$ cat src/shared/sprb_pkg.sv
// constants for the stream put / reverse subtract / return from break unit
// assumes a 32-bit core with big-endian bit numbering mapped to [31:0]
`default_nettype none
package sprb_pkg;
  // ----------------------------------------------------------------
  // widths
  // ----------------------------------------------------------------
  localparam int XLEN       = 32;
  localparam int LINK_MAX   = 16;
  localparam int LINK_IDX_W = 4;
  // ----------------------------------------------------------------
  // instruction fields
  // ----------------------------------------------------------------
  localparam logic [5:0] OP_PUTD   = 6'h13;  // dynamic stream put
  localparam logic [5:0] OP_RTBD   = 6'h2D;  // return family major opcode
  localparam logic [4:0] RTBD_SEL  = 5'h12;  // return from break selector
  localparam logic [2:0] OP_RSUB   = 3'h0;   // register reverse subtract
  localparam logic [2:0] OP_RSUBI  = 3'h1;   // immediate reverse subtract
  localparam int BIT_PUT_ONE = 10;
  localparam int BIT_NBLK    = 9;
  localparam int BIT_CTRL    = 8;
  localparam int BIT_TEST    = 7;
  localparam int BIT_ATOM    = 6;
  localparam int BIT_KEEP    = 28;
  localparam int BIT_CUSE    = 27;
  localparam int BIT_SUBTAG  = 26;
  // ----------------------------------------------------------------
  // exception cause and register map
  // ----------------------------------------------------------------
  localparam logic [4:0] EC_PRIV    = 5'h07;
  localparam logic [3:0] REG_STATUS = 4'h0;
  localparam logic [3:0] REG_EXC    = 4'h4;
  localparam int ST_CARRY = 0;
  localparam int ST_UM    = 1;
  localparam int ST_UMS   = 2;
  localparam int ST_VM    = 3;
  localparam int ST_VMS   = 4;
  localparam int ST_BIP   = 5;
  localparam int ST_W     = 6;
  localparam logic [5:0] STATUS_RST = 6'h00;
  localparam logic [4:0] CAUSE_RST  = 5'h00;
  // ----------------------------------------------------------------
  // states
  // ----------------------------------------------------------------
  typedef enum logic [1:0] {S_IDLE, S_PUT, S_SLOT} sprb_state_t;
endpackage
`default_nettype wire

$ cat src/logic/sprb_exec.sv
// execution unit for dynamic stream put, reverse subtract and return from break
// assumes the pipeline holds instr_valid and operands stable while stall is high
//
// The plain strobed port and the address map were chosen for this implementation.
`default_nettype none

// Summary of operation
// - link index is low four bits of rB, link 0 if index not below count
// - blocking put stalls until the chosen link accepts a word
// - non-blocking put never waits; carry is 0 on accept, 1 on no space
// - last bit follows the control bit, data carries rA
// - test put behaves normally but never raises the valid strobe
// - atomic put shields the following instruction from interrupts
// - user-mode put with protection on raises privilege fault, link untouched
// - interrupts are served during a blocking stall unless atomic or in a delay slot
// - stream put exists only with links present and extended ops enabled
// - reverse subtract is rB plus inverted rA plus carry-in
// - keep bit leaves carry alone, otherwise carry takes adder carry-out
// - carry-use bit selects carry flag as carry-in, else constant one
// - carry after a subtraction means no borrow
// - immediate form uses extended immediate in place of rB
// - immediate is sign-extended unless a prefix supplies the upper half
// - return from break jumps to rA plus immediate and clears break flag
// - return from break runs one delay-slot instruction with breaks off
// - user-mode return from break raises privilege fault and does not branch
// - interrupts and breaks wait until delay slot and branch are done
module sprb_exec
  import sprb_pkg::*;
#(
  parameter int stream_link_count          = 16,
  parameter int mmu_level                  = 1,
  parameter int allow_user_stream_ops      = 0,
  parameter int extended_stream_ops_enable = 1
) (
  // clock and reset
  input  wire logic                            clk,
  input  wire logic                            reset,
  // register port
  input  wire logic [3:0]                      reg_addr,
  input  wire logic [XLEN-1:0]                 reg_wdata,
  input  wire logic                            reg_wr,
  input  wire logic                            reg_rd,
  output logic      [XLEN-1:0]                 reg_rdata,
  // instruction issue
  input  wire logic                            instr_valid,
  input  wire logic [XLEN-1:0]                 instr,
  input  wire logic [XLEN-1:0]                 op_a,
  input  wire logic [XLEN-1:0]                 op_b,
  input  wire logic                            imm_prefix_valid,
  input  wire logic [15:0]                     imm_prefix_hi,
  input  wire logic                            in_delay_slot,
  input  wire logic                            break_enter,
  output logic                                 stall,
  // results
  output logic                                 rd_write,
  output logic      [XLEN-1:0]                 rd_data,
  output logic                                 branch_valid,
  output logic      [XLEN-1:0]                 branch_target,
  output logic                                 exc_valid,
  output logic      [4:0]                      exc_cause,
  // interrupt and break gating
  input  wire logic                            irq_pending,
  output logic                                 irq_take,
  output logic                                 irq_allow,
  output logic                                 break_allow,
  // outgoing stream links
  output logic      [LINK_MAX-1:0][XLEN-1:0]   m_axis_tdata,
  output logic      [LINK_MAX-1:0]             m_axis_tlast,
  output logic      [LINK_MAX-1:0]             m_axis_tvalid,
  input  wire logic [LINK_MAX-1:0]             m_axis_tready
);
  // ----------------------------------------------------------------
  // decode
  // ----------------------------------------------------------------
  localparam bit PUT_PRESENT = (stream_link_count > 0) && (extended_stream_ops_enable == 1);
  localparam bit MMU_ON      = (mmu_level >= 1);
  localparam bit PUT_GUARDED = MMU_ON && (allow_user_stream_ops != 1);

  sprb_state_t           state_reg;
  logic [ST_W-1:0]       status_reg;
  logic [4:0]            cause_reg;
  logic                  atom_shadow_reg;
  logic [XLEN-1:0]       put_data_reg;
  logic                  put_last_reg;
  logic                  put_test_reg;
  logic                  put_nblk_reg;
  logic                  put_atom_reg;
  logic                  put_shield_reg;
  logic                  put_slot_reg;
  logic [LINK_IDX_W-1:0] put_link_reg;

  logic is_put, is_rsub, is_rtbd, accept, put_fault, rtb_fault;
  logic [XLEN-1:0] imm32, sub_b;
  logic [XLEN:0]   sub_sum;
  logic            sub_cin, sel_ready, put_done, put_abort;
  logic [LINK_IDX_W-1:0] link_sel;

  // the put decode vanishes when the option is off, so it falls through as a no-op
  assign is_put  = PUT_PRESENT && instr[31:26] == OP_PUTD && instr[BIT_PUT_ONE];
  assign is_rsub = (instr[31:29] == OP_RSUB || instr[31:29] == OP_RSUBI) && instr[BIT_SUBTAG];
  assign is_rtbd = instr[31:26] == OP_RTBD && instr[25:21] == RTBD_SEL;
  assign accept  = instr_valid && !stall;
  assign put_fault = PUT_GUARDED && status_reg[ST_UM];
  assign rtb_fault = MMU_ON && status_reg[ST_UM];

  // link index from rB, out-of-range folds to link 0
  assign link_sel = (int'(op_b[LINK_IDX_W-1:0]) >= stream_link_count) ?
                    '0 : op_b[LINK_IDX_W-1:0];

  // immediate operand: prefix supplies the upper half when present
  assign imm32 = imm_prefix_valid ? {imm_prefix_hi, instr[15:0]} :
                 {{16{instr[15]}}, instr[15:0]};

  // ----------------------------------------------------------------
  // reverse subtract datapath
  // ----------------------------------------------------------------
  // one adder: b + ~a + cin, carry-out is the no-borrow flag
  // a carry-in of one turns this into a plain two's complement subtraction
  assign sub_b   = (instr[31:29] == OP_RSUBI) ? imm32 : op_b;
  assign sub_cin = instr[BIT_CUSE] ? status_reg[ST_CARRY] : 1'b1;
  assign sub_sum = {1'b0, sub_b} + {1'b0, ~op_a} + {{XLEN{1'b0}}, sub_cin};

  // ----------------------------------------------------------------
  // stream handshake
  // ----------------------------------------------------------------
  assign sel_ready = m_axis_tready[put_link_reg];
  // test puts still wait for space, they just never strobe
  assign put_done  = (state_reg == S_PUT) && (sel_ready || put_nblk_reg);
  // a stalled blocking put yields to an interrupt unless shielded or in a delay slot
  assign put_abort = (state_reg == S_PUT) && !sel_ready && !put_nblk_reg && irq_pending &&
                     !put_shield_reg && !put_slot_reg;
  assign irq_take  = put_abort;
  assign stall     = (state_reg == S_PUT);

  // every link sees the same data flops; only the chosen one gets valid
  genvar gi;
  generate
    for (gi = 0; gi < LINK_MAX; gi++) begin : g_link
      assign m_axis_tdata[gi]  = put_data_reg;
      assign m_axis_tlast[gi]  = put_last_reg;
      assign m_axis_tvalid[gi] = (state_reg == S_PUT) && !put_test_reg &&
                                 (put_link_reg == LINK_IDX_W'(gi));
    end
  endgenerate

  // ----------------------------------------------------------------
  // interrupt and break gating
  // ----------------------------------------------------------------
  // the slot state covers both the delay-slot instruction and the branch
  assign irq_allow   = (state_reg == S_IDLE) && !atom_shadow_reg && !in_delay_slot;
  assign break_allow = (state_reg == S_IDLE) && !status_reg[ST_BIP];

  // ----------------------------------------------------------------
  // sequencer
  // ----------------------------------------------------------------
  // idle -> put while a word is offered; idle -> slot after return from break
  // no default: every code that reset can reach is one of the three states
  always_ff @(posedge clk) begin
    if (reset) begin
      state_reg <= S_IDLE;
    end else begin
      unique case (state_reg)
        S_IDLE: begin
          if (accept && is_put && !put_fault) begin
            state_reg <= S_PUT;
          end else if (accept && is_rtbd && !rtb_fault) begin
            state_reg <= S_SLOT;
          end
        end
        S_PUT: begin
          if (put_done || put_abort) begin
            state_reg <= S_IDLE;
          end
        end
        S_SLOT: begin
          if (accept && is_put && !put_fault) begin
            state_reg <= S_PUT;
          end else if (accept) begin
            state_reg <= S_IDLE;
          end
        end
      endcase
    end
  end

  // put capture, taken only on a legal put so the link stays quiet on a fault
  // limitation: an abandoned put leaves these loaded; the re-issued put reloads them
  always_ff @(posedge clk) begin
    if (reset) begin
      put_data_reg   <= '0;
      put_last_reg   <= 1'b0;
      put_test_reg   <= 1'b0;
      put_nblk_reg   <= 1'b0;
      put_atom_reg   <= 1'b0;
      put_shield_reg <= 1'b0;
      put_slot_reg   <= 1'b0;
      put_link_reg   <= '0;
    end else if (accept && is_put && !put_fault) begin
      put_data_reg   <= op_a;
      put_last_reg   <= instr[BIT_CTRL];
      put_test_reg   <= instr[BIT_TEST];
      put_nblk_reg   <= instr[BIT_NBLK];
      put_atom_reg   <= instr[BIT_ATOM];
      put_shield_reg <= instr[BIT_ATOM] || atom_shadow_reg;
      put_slot_reg   <= in_delay_slot || state_reg == S_SLOT;
      put_link_reg   <= link_sel;
    end
  end

  // atomic shadow covers exactly the next instruction
  always_ff @(posedge clk) begin
    if (reset) begin
      atom_shadow_reg <= 1'b0;
    end else if (put_done) begin
      atom_shadow_reg <= put_atom_reg;
    end else if (accept) begin
      atom_shadow_reg <= 1'b0;
    end
  end

  // ----------------------------------------------------------------
  // status word
  // ----------------------------------------------------------------
  // hardware events beat a software write landing in the same cycle
  // a put sitting in an outside delay slot keeps the break flag; only the
  // slot opened by our own return from break ends here
  logic slot_end;
  assign slot_end = (state_reg == S_SLOT && accept && !(is_put && !put_fault)) ||
                    (put_done && put_slot_reg && !in_delay_slot);

  // the software write is applied first so every event below overrides it
  always_ff @(posedge clk) begin
    if (reset) begin
      status_reg <= STATUS_RST;
    end else begin
      if (reg_wr && reg_addr == REG_STATUS) begin
        status_reg <= reg_wdata[ST_W-1:0];
      end
      if (put_done && put_nblk_reg) begin
        status_reg[ST_CARRY] <= !sel_ready;
      end else if (accept && is_rsub && !instr[BIT_KEEP]) begin
        status_reg[ST_CARRY] <= sub_sum[XLEN];
      end
      if (break_enter) begin
        status_reg[ST_BIP] <= 1'b1;
        status_reg[ST_UMS] <= status_reg[ST_UM];
        status_reg[ST_VMS] <= status_reg[ST_VM];
        status_reg[ST_UM]  <= 1'b0;
        status_reg[ST_VM]  <= 1'b0;
      end else if (slot_end) begin
        status_reg[ST_BIP] <= 1'b0;
        status_reg[ST_UM]  <= status_reg[ST_UMS];
        status_reg[ST_VM]  <= status_reg[ST_VMS];
      end
    end
  end

  // ----------------------------------------------------------------
  // results and exceptions
  // ----------------------------------------------------------------
  always_ff @(posedge clk) begin
    if (reset) begin
      rd_write <= 1'b0;
      rd_data  <= '0;
    end else begin
      rd_write <= accept && is_rsub;
      if (accept && is_rsub) begin
        rd_data <= sub_sum[XLEN-1:0];
      end
    end
  end

  always_ff @(posedge clk) begin
    if (reset) begin
      branch_valid  <= 1'b0;
      branch_target <= '0;
    end else begin
      branch_valid <= accept && is_rtbd && !rtb_fault;
      if (accept && is_rtbd) begin
        branch_target <= op_a + imm32;
      end
    end
  end

  // privilege faults; the cause stays readable until the next fault
  always_ff @(posedge clk) begin
    if (reset) begin
      exc_valid <= 1'b0;
      cause_reg <= CAUSE_RST;
    end else begin
      exc_valid <= accept && ((is_put && put_fault) || (is_rtbd && rtb_fault));
      if (accept && ((is_put && put_fault) || (is_rtbd && rtb_fault))) begin
        cause_reg <= EC_PRIV;
      end
    end
  end
  assign exc_cause = cause_reg;

  // ----------------------------------------------------------------
  // register read port
  // ----------------------------------------------------------------
  always_ff @(posedge clk) begin
    if (reset) begin
      reg_rdata <= '0;
    end else if (reg_rd && reg_addr == REG_STATUS) begin
      reg_rdata <= {{(XLEN-ST_W){1'b0}}, status_reg};
    end else if (reg_rd && reg_addr == REG_EXC) begin
      reg_rdata <= {{(XLEN-5){1'b0}}, cause_reg};
    end else begin
      reg_rdata <= '0; // data only in the cycle after the strobe
    end
  end
endmodule
`default_nettype wire

$ cat config.mk
export PLATFORM = sky130hd
export DESIGN_NAME = sprb_exec
export DESIGN_NICKNAME = d
export VERILOG_FILES = /design/src/shared/sprb_pkg.sv /design/src/logic/sprb_exec.sv
export SDC_FILE = /design/constraint.sdc
export NUM_CORES = 1
export LEC_CHECK = 0
export BUFFER_PORTS_ARGS = -buffer_cell sky130_fd_sc_hd__buf_4
export CELL_PAD_IN_SITES_DETAIL_PLACEMENT = 1
export CELL_PAD_IN_SITES_GLOBAL_PLACEMENT = 1
export CORE_AREA = 2 2 322 324
export CTS_CLUSTER_DIAMETER = 150
export CTS_CLUSTER_SIZE = 12
export DETAILED_ROUTE_END_ITERATION = 10
export DIE_AREA = 0 0 324 326
export HOLD_SLACK_MARGIN = 0.06
export PLACE_DENSITY_LB_ADDON = 0.1
export SLEW_MARGIN = 20
export SYNTH_ARGS = -nofsm -noshare
export SYNTH_HDL_FRONTEND = slang
export SYNTH_SLANG_ARGS = --single-unit
$ cat constraint.sdc
create_clock -name clk -period 13.35 [get_ports clk]
set_clock_uncertainty 0.15 [all_clocks]
set_input_delay 4.005 -clock clk [delete_from_list [all_inputs] [get_ports clk]]
set_output_delay 4.005 -clock clk [all_outputs]
set_load 0.01 [all_outputs]
; After elaboration in Yosys (flattened, before gate mapping)
; Index checks and enable logic that the tools add are counted.
[totals]
reg_bits = 151
inputBits = 173
out_inout_bits = 652
wordCells = 155
[op_classes]
addsub = 3
order_cmp = 1
eq_ne = 25
muxes = 24
bitwise = 1
n_reduce_logical = 79
[op_table]
columns = op, n
row1 = two-way mux 32 bit, 2
row2 = logical AND 1 bit, 48
row3 = adder 32 x 32 -> 33 bit, 1
row4 = adder 33 x 1 -> 33 bit, 1
row5 = adder 32 bit, 1
row6 = == test 4 bit (second input constant), 8
row7 = NOT 32 bit, 1
row8 = == test 4 x 3 -> 1 bit (second input constant), 5
row9 = zero test 1 bit, 12
row10 = two-way mux 1 bit, 12
row11 = two-way mux 6 bit, 2
row12 = two-way mux 2 bit, 5
row13 = == test 4 x 2 -> 1 bit (second input constant), 2
row14 = zero test 4 bit, 2
row15 = logical OR 1 bit, 7
row16 = == test 6 x 5 -> 1 bit (second input constant), 1
row17 = == test 6 bit (second input constant), 1
row18 = case mux 2 bit (3 select lines), 1
row19 = nonzero test 2 bit, 3
row20 = nonzero test 3 bit, 2
row21 = == test 5 bit (second input constant), 1
row22 = < comparator 4 x 5 -> 1 bit (second input constant), 1
row23 = binary-select mux 1 bit (select 4 bit), 1
row24 = == test 4 x 1 -> 1 bit (second input constant), 1
row25 = other kinds (11), 12

; Depth between registers and ports, before layout
; Gate-level depths: netlist (run 1).
[depth]
word_depth = 11
ltp_mapped = 16
ltp_nobuf = 14

; Worst setup path after synthesis (run 1)
; OpenSTA, ideal clock, no wires.
[synth_path]
kind = input to output
startpoint = input port m_axis_tready[15]
endpoint = output port irq_take
arrival_ps = 5267
required_time_ps = 9195
setup_slack_ps = 3928
stages = 4
n_path_buf = 0
cell_sequence = mux4_2 -> mux4_2 -> nor2_4 -> and3_1
[synth_via]
elab_chain_len = 8
[synth_rtl]
columns = element, line
row1 = from (decl), sprb_exec.sv:70  ; input wire logic [LINK_MAX-1:0] m_axis_tready
row2 = binary-select mux 1 bit (select 4 bit), sprb_exec.sv:126  ; assign sel_ready = m_axis_tready[put_link_reg];
row3 = two-way mux 1 bit (not written as such), sprb_exec.sv:126
row4 = zero test 1 bit, sprb_exec.sv:130  ; assign put_abort = (state_reg == S_PUT) && !sel_ready && !put_nblk_reg && irq_pending &&
row5 = logical AND 1 bit (4 in series), sprb_exec.sv:130
row6 = logical AND 1 bit, sprb_exec.sv:131  ; !put_shield_reg && !put_slot_reg;
row7 = to (decl), sprb_exec.sv:63  ; output logic irq_take,
; Every way passes these cells. The select of a mux whose other input is x is not followed.

; Final worst setup path (run 1)
; Ends and elaborated chain as after synthesis.

==> metrics.txt, run 1 <==
crit-path max cell delay 0.56 ns; drt total wl 61.1 mm; Final GP Congestion 0.696; Yosys reg bits 125; ANT nets after route 0; Slew HR 41.6%; Critical Path Start Type input pin; die area 0.106 sq mm; Max-Cap Viols 0; RSZ-0062 raised after global routing no; H-tree Lvls 4; Site Rows 118; clk buf depth 2; Synth top area share 31.4%; post-synthesis sequential area ratio 19.8%; Post-synth EDFFs 0; Mean Syn Cell Area 7.58 sq um; layout cells sized above 1 45.1%; status finished clean; input/output buffers 765; Final Cycle Share 73.2%; Detailed Route Iter0 Violations 394; setup ws final 3.58 ns; Yosys cell types 75; CP max-delay cell mux4_2; area leader, netlist buf_4; final hold vios 0; Crit path depth 6; vias in the first global route 11200; leakage 8.00 nW; Area contributors post-synth buf_4 (31%), dfxtp_1 (20%), ha_1 (6.4%); Num Clock Sinks 125; WP data arrival 5.61 ns; core area 0.103 sq mm; worst r2r path cells 12; Ys Warns 0; starting density of the core 12.3%; drt drc 0; Post-Layout Cell Count 3293; dpl cells 3262; post-CTS setup buffers 0; critical-path cell list buf_4 -> mux4_2 -> mux4_2 -> nor2_4 -> and3_1 -> buf_4; Power Dens Cells 73.7 mW/mm^2; Vias/cell 3.39; post-place setup slack 3.56 ns; setup violators final 0; CP endpoint kind output port; DIE HEIGHT 326 microns; Antenna diodes 0; Synth async-reset ratio 0%; Syn Std Cell Area 0.0126 sq mm; ys flop type dfxtp_1; Synth Instances 1664; TritonCTS buffer count 17; CTS clk-pin slew, worst paths 0.06 ns; Critical Path RT 9.19 ns; vias 11200; worst-path maximum fanout 3; global-route usage over all layers 11.0%; max-slew violation count 0; clk root buf clkbuf_16; grt ovf 0; Worst-Skew Late Latency 0.49 ns; Detail Placement HPWL 50.3 mm; Peak VDD IR 0.0000551 V; Die X-Extent 324 microns; DR WL/cell 18.5 microns; Hold Crit Depth 2; initial antenna violation count 2; post_cts resized 0; CTS tree built; Syn-to-layout area delta 32.5%; 1st-pass router iterations 5; final worst path period need 9.77 ns; crit path kind input pin to output port; Top Family by Delay on Critical Path multiplexers; hold buffer count at cts 0; fmax 0.102 GHz; Slew @ Worst Pin 0.863 ns; setup TNS 0 ns; Layout Nets 2142; num ports 825; buffers and inverters on the worst path 2; first-pass GRT wire length 83.9 mm; Fin Hold WS 0.304 ns; hold crit path type register to register; largest net degree at the start of global routing 59
metrics by stage:
stage               power (W)  area (sq um)  util (%)
finish                0.00123         16700      16.3
global route          0.00131         16700      16.3
CTS                   0.00127         16700      16.3
detailed placement   0.000720         16100      15.7
global placement     0.000721         16100      15.7
floorplan            0.000594         12700         -
worst reg2reg max path, cell delays in order (launching register included):
cell and delay [ns]:
dfxtp_1 0.42, nor2b_1 0.13, fa_1 0.46, fa_1 0.43, nor2b_1 0.25, o2111a_1 0.28, o21ai_1 0.13, o22ai_1 0.44
a211oi_1 0.28, o21ai_1 0.24, a21oi_1 0.11, or3_1 0.32, a31oi_1 0.16
cell usage after synthesis (5+ instances only):
master	number
nand2b_1	16
nand3_1	30
clkbuf_1	53
o21ai_0	21
o211ai_1	8
xor2_1	13
o21a_1	13
mux2_2	30
xnor2_1	31
ha_1	65
a21o_1	47
and2_1	8
inv_1	50
or3_1	7
a211oi_1	13
a31oi_1	9
o21ai_1	15
nor2_1	85
nor2b_1	13
a21oi_1	149
nor3_1	31
mux2i_1	8
buf_4	528
and3_1	9
nand4_1	6
nand2_1	199
mux4_2	5
dfxtp_1	125
report_power, final:
| group | leakage [nW] | switching (W) | internal (W) | total (W) |
|---|---|---|---|---|
| combinational | 6.71 | 0.000188 | 0.000135 | 0.000322 |
| sequential | 1.01 | 0.00000393 | 0.000377 | 0.000381 |
| clock | 0.289 | 0.000220 | 0.000308 | 0.000528 |
per-layer routing:
layer	global-route usage [%]	up-vias	wire length, microns
met5	0	-	0
met3	2.64	18	3560
met2	19.4	349	30700
met4	2.05	0	469
met1	13.6	5319	26300
li1	-	5492	-
path summary, 6_finish.rpt:
| path | from | to | slack (ns) |
|---|---|---|---|
| worst min register to register | branch_target[12]$_SDFFE_PP0P_ | branch_target[12]$_SDFFE_PP0P_ | 0.30 |
| worst min-delay path | branch_target[12]$_SDFFE_PP0P_ | branch_target[12]$_SDFFE_PP0P_ | 0.30 |
| worst max register to register | status_reg[0]$_SDFFE_PP0P_ | rd_data[28]$_SDFFE_PP0P_ | 9.47 |
| worst max-delay path | m_axis_tready[15] | irq_take | 3.58 |
cells by family after synthesis:
kind of cell	after synthesis	synth area share, %
AND/OR/NAND/NOR	431	15.6
buffers and inverters	637	34.7
other	1	0.0297
flip-flops	125	19.8
AO/OA/AOI/OAI	315	15.7
XOR/XNOR	44	3.05
adder cells (fa/ha/maj)	68	6.92
multiplexers	43	4.20
final cells by class:
type | instances | area, sq um
Clock buffer | 22 | 474
Clock inverter | 9 | 135
Fill cell | 12300 | 85900
Inverter | 51 | 191
Multi-Input combinational cell | 929 | 5860
Sequential cell | 125 | 2500
Tap cell | 1380 | 1730
Timing Repair Buffer | 777 | 5830
placed cells by master, fill, tap and decap left out, drive strengths merged, types with 4 or more instances in the layout:
master   instances
buf            777
nand2          200
a21oi          150
dfxtp          125
nor2            86
ha              65
inv             52
a21o            47
o21ai           36
xnor2           31
nor3            31
mux2            30
nand3           30
conb            28
clkbuf          22
nand2b          16
nor2b           14
a211oi          14
o21a            13
xor2            13
and3            10
a31oi            9
o211ai           9
mux2i            8
and2             8
or3              7
nand4            6
mux4             5
nor3b            4
o21bai           4
o31ai            4
o2111ai          4
No activity file was read; power rests on OpenSTA's default activity.
==> run 2, diff against run 1 <==
Settings changed: ABC_AREA set to 1, CORE_AREA 2 2 322 324 to 2 2 318 320, DIE_AREA 0 0 324 326 to 0 0 320 322.
Clock period 13.35 ns to 9.1 ns, I/O delays scaled along.
==> metrics.txt, run 2 <==
Yosys reg bits 125 (unchanged); global-route usage over all layers 12.6% (was 11.0%); num ports 825 (unchanged); Die X-Extent 320 microns (was 324 microns); fillcell total 12100 (was 12300); RSZ-0062 raised after global routing no (unchanged); drt total wl 68.1 mm (was 61.1 mm); status finished clean (unchanged); leakage 9.16 nW (was 8.00 nW); DR WL/cell 18.9 microns (was 18.5 microns); post_cts resized 0 (unchanged); Power Dens Cells 108 mW/mm^2 (was 73.7 mW/mm^2); layout cells sized above 1 35.8% (was 45.1%); ys flop type dfxtp_1 (unchanged); Vias/cell 3.59 (was 3.39); Synth top area share 29.8% (was 31.4%); Area contributors post-synth buf_4 (30%), dfxtp_1 (19%), nand2_1 (11%) (was buf_4 (31%), dfxtp_1 (20%), ha_1 (6.4%)); Layout Utilization 17.4% (was 16.3%); most common cell after layout, fill and taps aside buf_4 (unchanged); Peak VDD IR 0.0000960 V (was 0.0000551 V); Critical Path RT 6.22 ns (was 9.19 ns); CP endpoint kind output port (unchanged); Slew @ Worst Pin 0.978 ns (was 0.863 ns); Detail Placement HPWL 58.5 mm (was 50.3 mm); multi-input logic area 0.00609 sq mm (was 0.00586 sq mm); Critical Path Start Type input pin (unchanged); synth cell count leaders buf_4 (529), nand2_1 (387), nor2_1 (207), inv_1 (176), a21oi_1 (145) (was buf_4 (528), nand2_1 (199), a21oi_1 (149), dfxtp_1 (125), nor2_1 (85)); largest net degree at the start of global routing 63 (was 59); clk root buf clkbuf_16 (unchanged); vias 13000 (was 11200); final hold vios 0 (unchanged); 1st-pass router iterations 4 (was 5); Syn Std Cell Area 0.0133 sq mm (was 0.0126 sq mm); crit path kind input pin to output port (unchanged); Final Cycle Share 75.6%; post-synthesis sequential area ratio 18.8% (was 19.8%); CTS tree built (unchanged); Layout Nets 2534 (was 2142); drt drc 0 (unchanged); ANT nets after route 0 (unchanged); Ys Warns 0 (unchanged); die area 0.103 sq mm (was 0.106 sq mm); final worst path period need 6.88 ns; core area 0.0996 sq mm (was 0.103 sq mm); vias in the first global route 13200 (was 11200); Site Rows 116 (was 118); Synth async-reset ratio 0% (unchanged); Worst-Skew Late Latency 0.49 ns (about the same); setup TNS 0 ns (unchanged); Mean Syn Cell Area 6.52 sq um (was 7.58 sq um); H-tree Lvls 4 (unchanged); starting density of the core 13.4% (was 12.3%); Register Area 0.00250 sq mm (unchanged); TritonCTS buffer count 17 (unchanged); setup violators final 0 (unchanged); CTS clk-pin slew, worst paths 0.08 ns (was 0.06 ns); first-pass GRT wire length 94.4 mm (was 83.9 mm); Slew HR 34.1% (was 41.6%); Num Clock Sinks 125 (unchanged); Max-Cap Viols 0 (unchanged); area leader, netlist buf_4 (unchanged); WP data arrival 4.00 ns (was 5.61 ns); post-CTS setup buffers 0 (unchanged); Yosys cell types 46 (was 75); Synth Instances 2045 (was 1664); hold buffer count at cts 0 (unchanged); worst-path maximum fanout 4 (was 3); fmax 0.145 GHz; Syn-to-layout area delta 30.1% (was 32.5%); initial antenna violation count 2 (unchanged); Detailed Route Iter0 Violations 411 (was 394); grt ovf 0 (unchanged); input/output buffers 765 (unchanged); Post-synth EDFFs 0 (unchanged); max-slew violation count 0 (unchanged); clk buf depth 2 (unchanged); DIE HEIGHT 322 microns (was 326 microns); commonest non-fill, non-tap cells in the layout buf_4 (771), nand2_1 (387), nor2_1 (207) (was buf_4 (777), nand2_1 (199), a21oi_1 (149)); hold crit path type register to register (unchanged); Final GP Congestion 0.785 (was 0.696); top-count cell post-synth buf_4 (unchanged)
==> run 2: changes by cell type in the layout (fill, tap and decap cells not counted), sizes merged, moves of 21 or more <==
cell	change
a21o	-33
o21ai	+96
nand2	+189
nand3	+57
xnor2	-21
inv	+138
nor2	+123
mux2	-30
==> run 2: report_power, final <==
part,internal [W],switching [W]
logic,0.000187,0.000345
clock network,0.000425,0.000360
registers,0.000554,0.00000773
total,0.00117,0.000713
==> run 2: critical path, cell delays in order <==
cell and delay [ns]:
buf_4 0.11, nand2_1 0.06, nand2_1 0.07, nand2_1 0.05, nand2_1 0.09, nand2_1 0.08
nand2_1 0.12, nor2_1 0.17, nand2_1 0.15, nor3_1 0.21, buf_4 0.16
==> run 2: logic make-up after synthesis <==
logic type,share of synthesized area (%)
flops,18.8
fa+ha+maj,6.55
other cells,0.0281
mux,0.0751
xor+xnor,1.64
simple gates,23.1
compound gates,13.5
buf+inv,36.3
==> run 2: worst paths after layout <==
| check | startpoint | cells past startpoint | endpoint | slack [ns] |
|---|---|---|---|---|
| setup / recovery | m_axis_tready[1] | 11 | irq_take | 2.22 |
| hold / removal | put_atom_reg$_SDFFE_PP0P_ | 2 | put_atom_reg$_SDFFE_PP0P_ | 0.30 |
| setup reg to reg | status_reg[0]$_SDFFE_PP0P_ | 13 | rd_data[30]$_SDFFE_PP0P_ | 6.18 |
| hold reg to reg | put_atom_reg$_SDFFE_PP0P_ | 2 | put_atom_reg$_SDFFE_PP0P_ | 0.30 |
==> run 2: final cells by class <==
| class | instances | area share (%) |
|---|---|---|
| Tap cell | 1298 | 9.36 |
| Clock inverter | 15 | 1.28 |
| Sequential cell | 125 | 14.4 |
| Antenna cell | 2 | 0.0289 |
| Inverter | 182 | 3.94 |
| Multi-Input combinational cell | 1196 | 35.1 |
| Clock buffer | 17 | 2.45 |
| Timing Repair Buffer | 771 | 33.4 |
==> run 2: layer usage <==
layer	up-vias	wire length [microns]	GRT usage, %
met5	-	0	0
li1	6484	-	-
met1	6082	30000	15.9
met4	0	1020	3.12
met3	33	2850	2.08
met2	358	34300	22.2
==> run 2: stage by stage <==
step	power [W]	std cells	area, sq um	hold WS [ns]	worst slack, ns
after CTS	0.00194	3604	17300	0.306	2.21
final	0.00188	3606	17300	0.304	2.22
after global placement	0.00112	3572	16700	0.294	2.22
after floorplan	0.000897	2072	13400	0.274	2.70
after global routing	0.00201	3606	17300	0.330	2.11
after detailed placement	0.00112	3572	16700	0.293	2.22
==> run 3, diff against run 2 <==
Settings changed: CORE_AREA 2 2 318 320 to 2 2 317 319, DIE_AREA 0 0 320 322 to 0 0 319 321.
Clock period 9.1 ns to 6 ns, I/O delays scaled along.
==> metrics.txt, run 3 (synthesis gave the netlist of run 2 again) <==
TritonCTS buffer count 17 (unchanged); Final Cycle Share 82.1%; 1st-pass router iterations 5 (was 4); Slew @ Worst Pin 1.04 ns (was 0.978 ns); post-place setup slack 0.773 ns (was 2.22 ns); most used cell, CP nand2_1 (unchanged); Max-Cap Viols 0 (unchanged); largest net degree at the start of global routing 61 (was 63); Vias/cell 3.62 (was 3.59); setup violators final 0 (unchanged); status finished clean (unchanged); drt drc 0 (unchanged); Final GP Congestion 0.789 (was 0.785); CTS clk-pin slew, worst paths 0.08 ns (about the same); max layer used met4 (unchanged); commonest non-fill, non-tap cells in the layout buf_4 (774), nand2_1 (387), nor2_1 (207) (was buf_4 (771), nand2_1 (387), nor2_1 (207)); Slew HR 30.8% (was 34.1%); most common cell after layout, fill and taps aside buf_4 (unchanged); fmax 0.203 GHz; Detailed Route Iter0 Violations 449 (was 411); global-route usage over all layers 12.7% (was 12.6%); final worst path period need 4.93 ns; Peak VDD IR 0.000153 V (was 0.0000960 V); Critical Path RT 4.05 ns (was 6.22 ns); Syn-to-layout area delta 30.1% (about the same); critical-path cell list buf_4 -> nand2_1 -> nand2_1 -> nand2_1 -> nand2_1 -> nand2_1 -> nand2_1 -> nor2_1 -> nand2_1 -> nor3_1 -> buf_4 (unchanged); R2R setup slack 3.01 ns (was 6.18 ns); Power Dens Cells 162 mW/mm^2 (was 108 mW/mm^2); CP max-delay cell nor3_1 (unchanged); ANT nets after route 0 (unchanged); post_cts resized 0 (unchanged); buffers and inverters on the worst path 2 (unchanged); final hold vios 0 (unchanged); die area 0.102 sq mm (was 0.103 sq mm); DIE HEIGHT 321 microns (was 322 microns); Top Family by Delay on Critical Path simple AND/OR/NAND/NOR gates (unchanged); H-tree Lvls 4 (unchanged); crit path kind input pin to output port (unchanged); met3 WL 2.61 mm (was 2.85 mm); grt ovf 0 (unchanged); starting density of the core 13.4% (about the same); initial antenna violation count 2 (unchanged); Metal-1 WL 30.9 mm (was 30.0 mm); Num Clock Sinks 125 (unchanged); num ports 825 (unchanged); Critical Path Start Type input pin (unchanged); post-CTS setup buffers 0 (unchanged); core area 0.0993 sq mm (was 0.0996 sq mm); design area 0.0173 sq mm (about the same); routed length on met2 34.2 mm (was 34.3 mm); first-pass GRT wire length 95.0 mm (was 94.4 mm); crit-path max cell delay 0.18 ns (was 0.21 ns); Tot Pwr 0.00282 W (was 0.00188 W); DR WL/cell 19.0 microns (was 18.9 microns); vias 13100 (was 13000); CTS tree built (unchanged); max-slew violation count 0 (unchanged); hold buffer count at cts 0 (unchanged); clk root buf clkbuf_16 (unchanged); CP endpoint kind output port (unchanged); hold crit path type register to register (unchanged); Site Rows 116 (unchanged); placed instance area 0.0167 sq mm (about the same); clk buf depth 2 (unchanged); input/output buffers 765 (unchanged); WP data arrival 2.98 ns (was 4.00 ns); leakage 9.16 nW (about the same); Die X-Extent 319 microns (was 320 microns); layout cells sized above 1 35.9% (was 35.8%); Detail Placement HPWL 58.6 mm (was 58.5 mm); worst-path maximum fanout 4 (unchanged); vias in the first global route 13200 (about the same); drt total wl 68.6 mm (was 68.1 mm); RSZ-0062 raised after global routing no (unchanged); Fin Hold WS 0.307 ns (was 0.304 ns); Worst-Skew Late Latency 0.49 ns (about the same); setup TNS 0 ns (unchanged); Layout Nets 2537 (was 2534); setup ws final 1.07 ns (was 2.22 ns)
run 3: cell types whose count changed in the layout (fill, tap and decap cells not counted):
cell and delta:
inv_6 +2, bufinv_16 -1, clkinv_4 +1, clkinv_8 -1, buf_4 +3, inv_8 -1
run 3: path summary, 6_finish.rpt:
kind	from	to	depth (start not counted)
setup / recovery	m_axis_tready[9]	irq_take	11
hold / removal	put_atom_reg$_SDFFE_PP0P_	put_atom_reg$_SDFFE_PP0P_	2
setup reg to reg	status_reg[0]$_SDFFE_PP0P_	rd_data[30]$_SDFFE_PP0P_	13
hold reg to reg	put_atom_reg$_SDFFE_PP0P_	put_atom_reg$_SDFFE_PP0P_	2
run 3: metal layers:
metal	up-vias	track usage (%)
met2	364	22.4
li1	6488	-
met5	-	0
met4	0	3.17
met3	29	2.16
met1	6180	16.1
run 3: area by class of cell:
| class | instances | area (sq um) |
|---|---|---|
| Fill cell | 12100 | 81900 |
| Multi-Input combinational cell | 1196 | 6090 |
| Timing Repair Buffer | 774 | 5810 |
| Sequential cell | 125 | 2500 |
| Tap cell | 1298 | 1620 |
| Inverter | 182 | 683 |
| Clock buffer | 17 | 425 |
| Clock inverter | 15 | 190 |
| Antenna cell | 2 | 5.00 |
run 3: where the power goes:
group | leakage (nW) | switching [W] | internal, W
clock network | 0.302 | 0.000547 | 0.000601
registers | 1.01 | 0.0000112 | 0.000841
logic | 7.85 | 0.000530 | 0.000285
run 3: worst reg2reg max path: cells and delay by family (launching register included):
kind | cells | cell delay (ns)
simple gates | 8 | 0.92
compound gates | 2 | 0.50
flops | 1 | 0.42
fa+ha+maj | 2 | 0.85
buf+inv | 1 | 0.05
run 3: stage by stage:
step,util (%),cells
6_report,17.5,3609
5_1_grt,17.5,3609
4_1_cts,17.5,3607
3_5_place_dp,16.8,3575
3_3_place_gp,16.8,3575
2_1_floorplan,-,2072
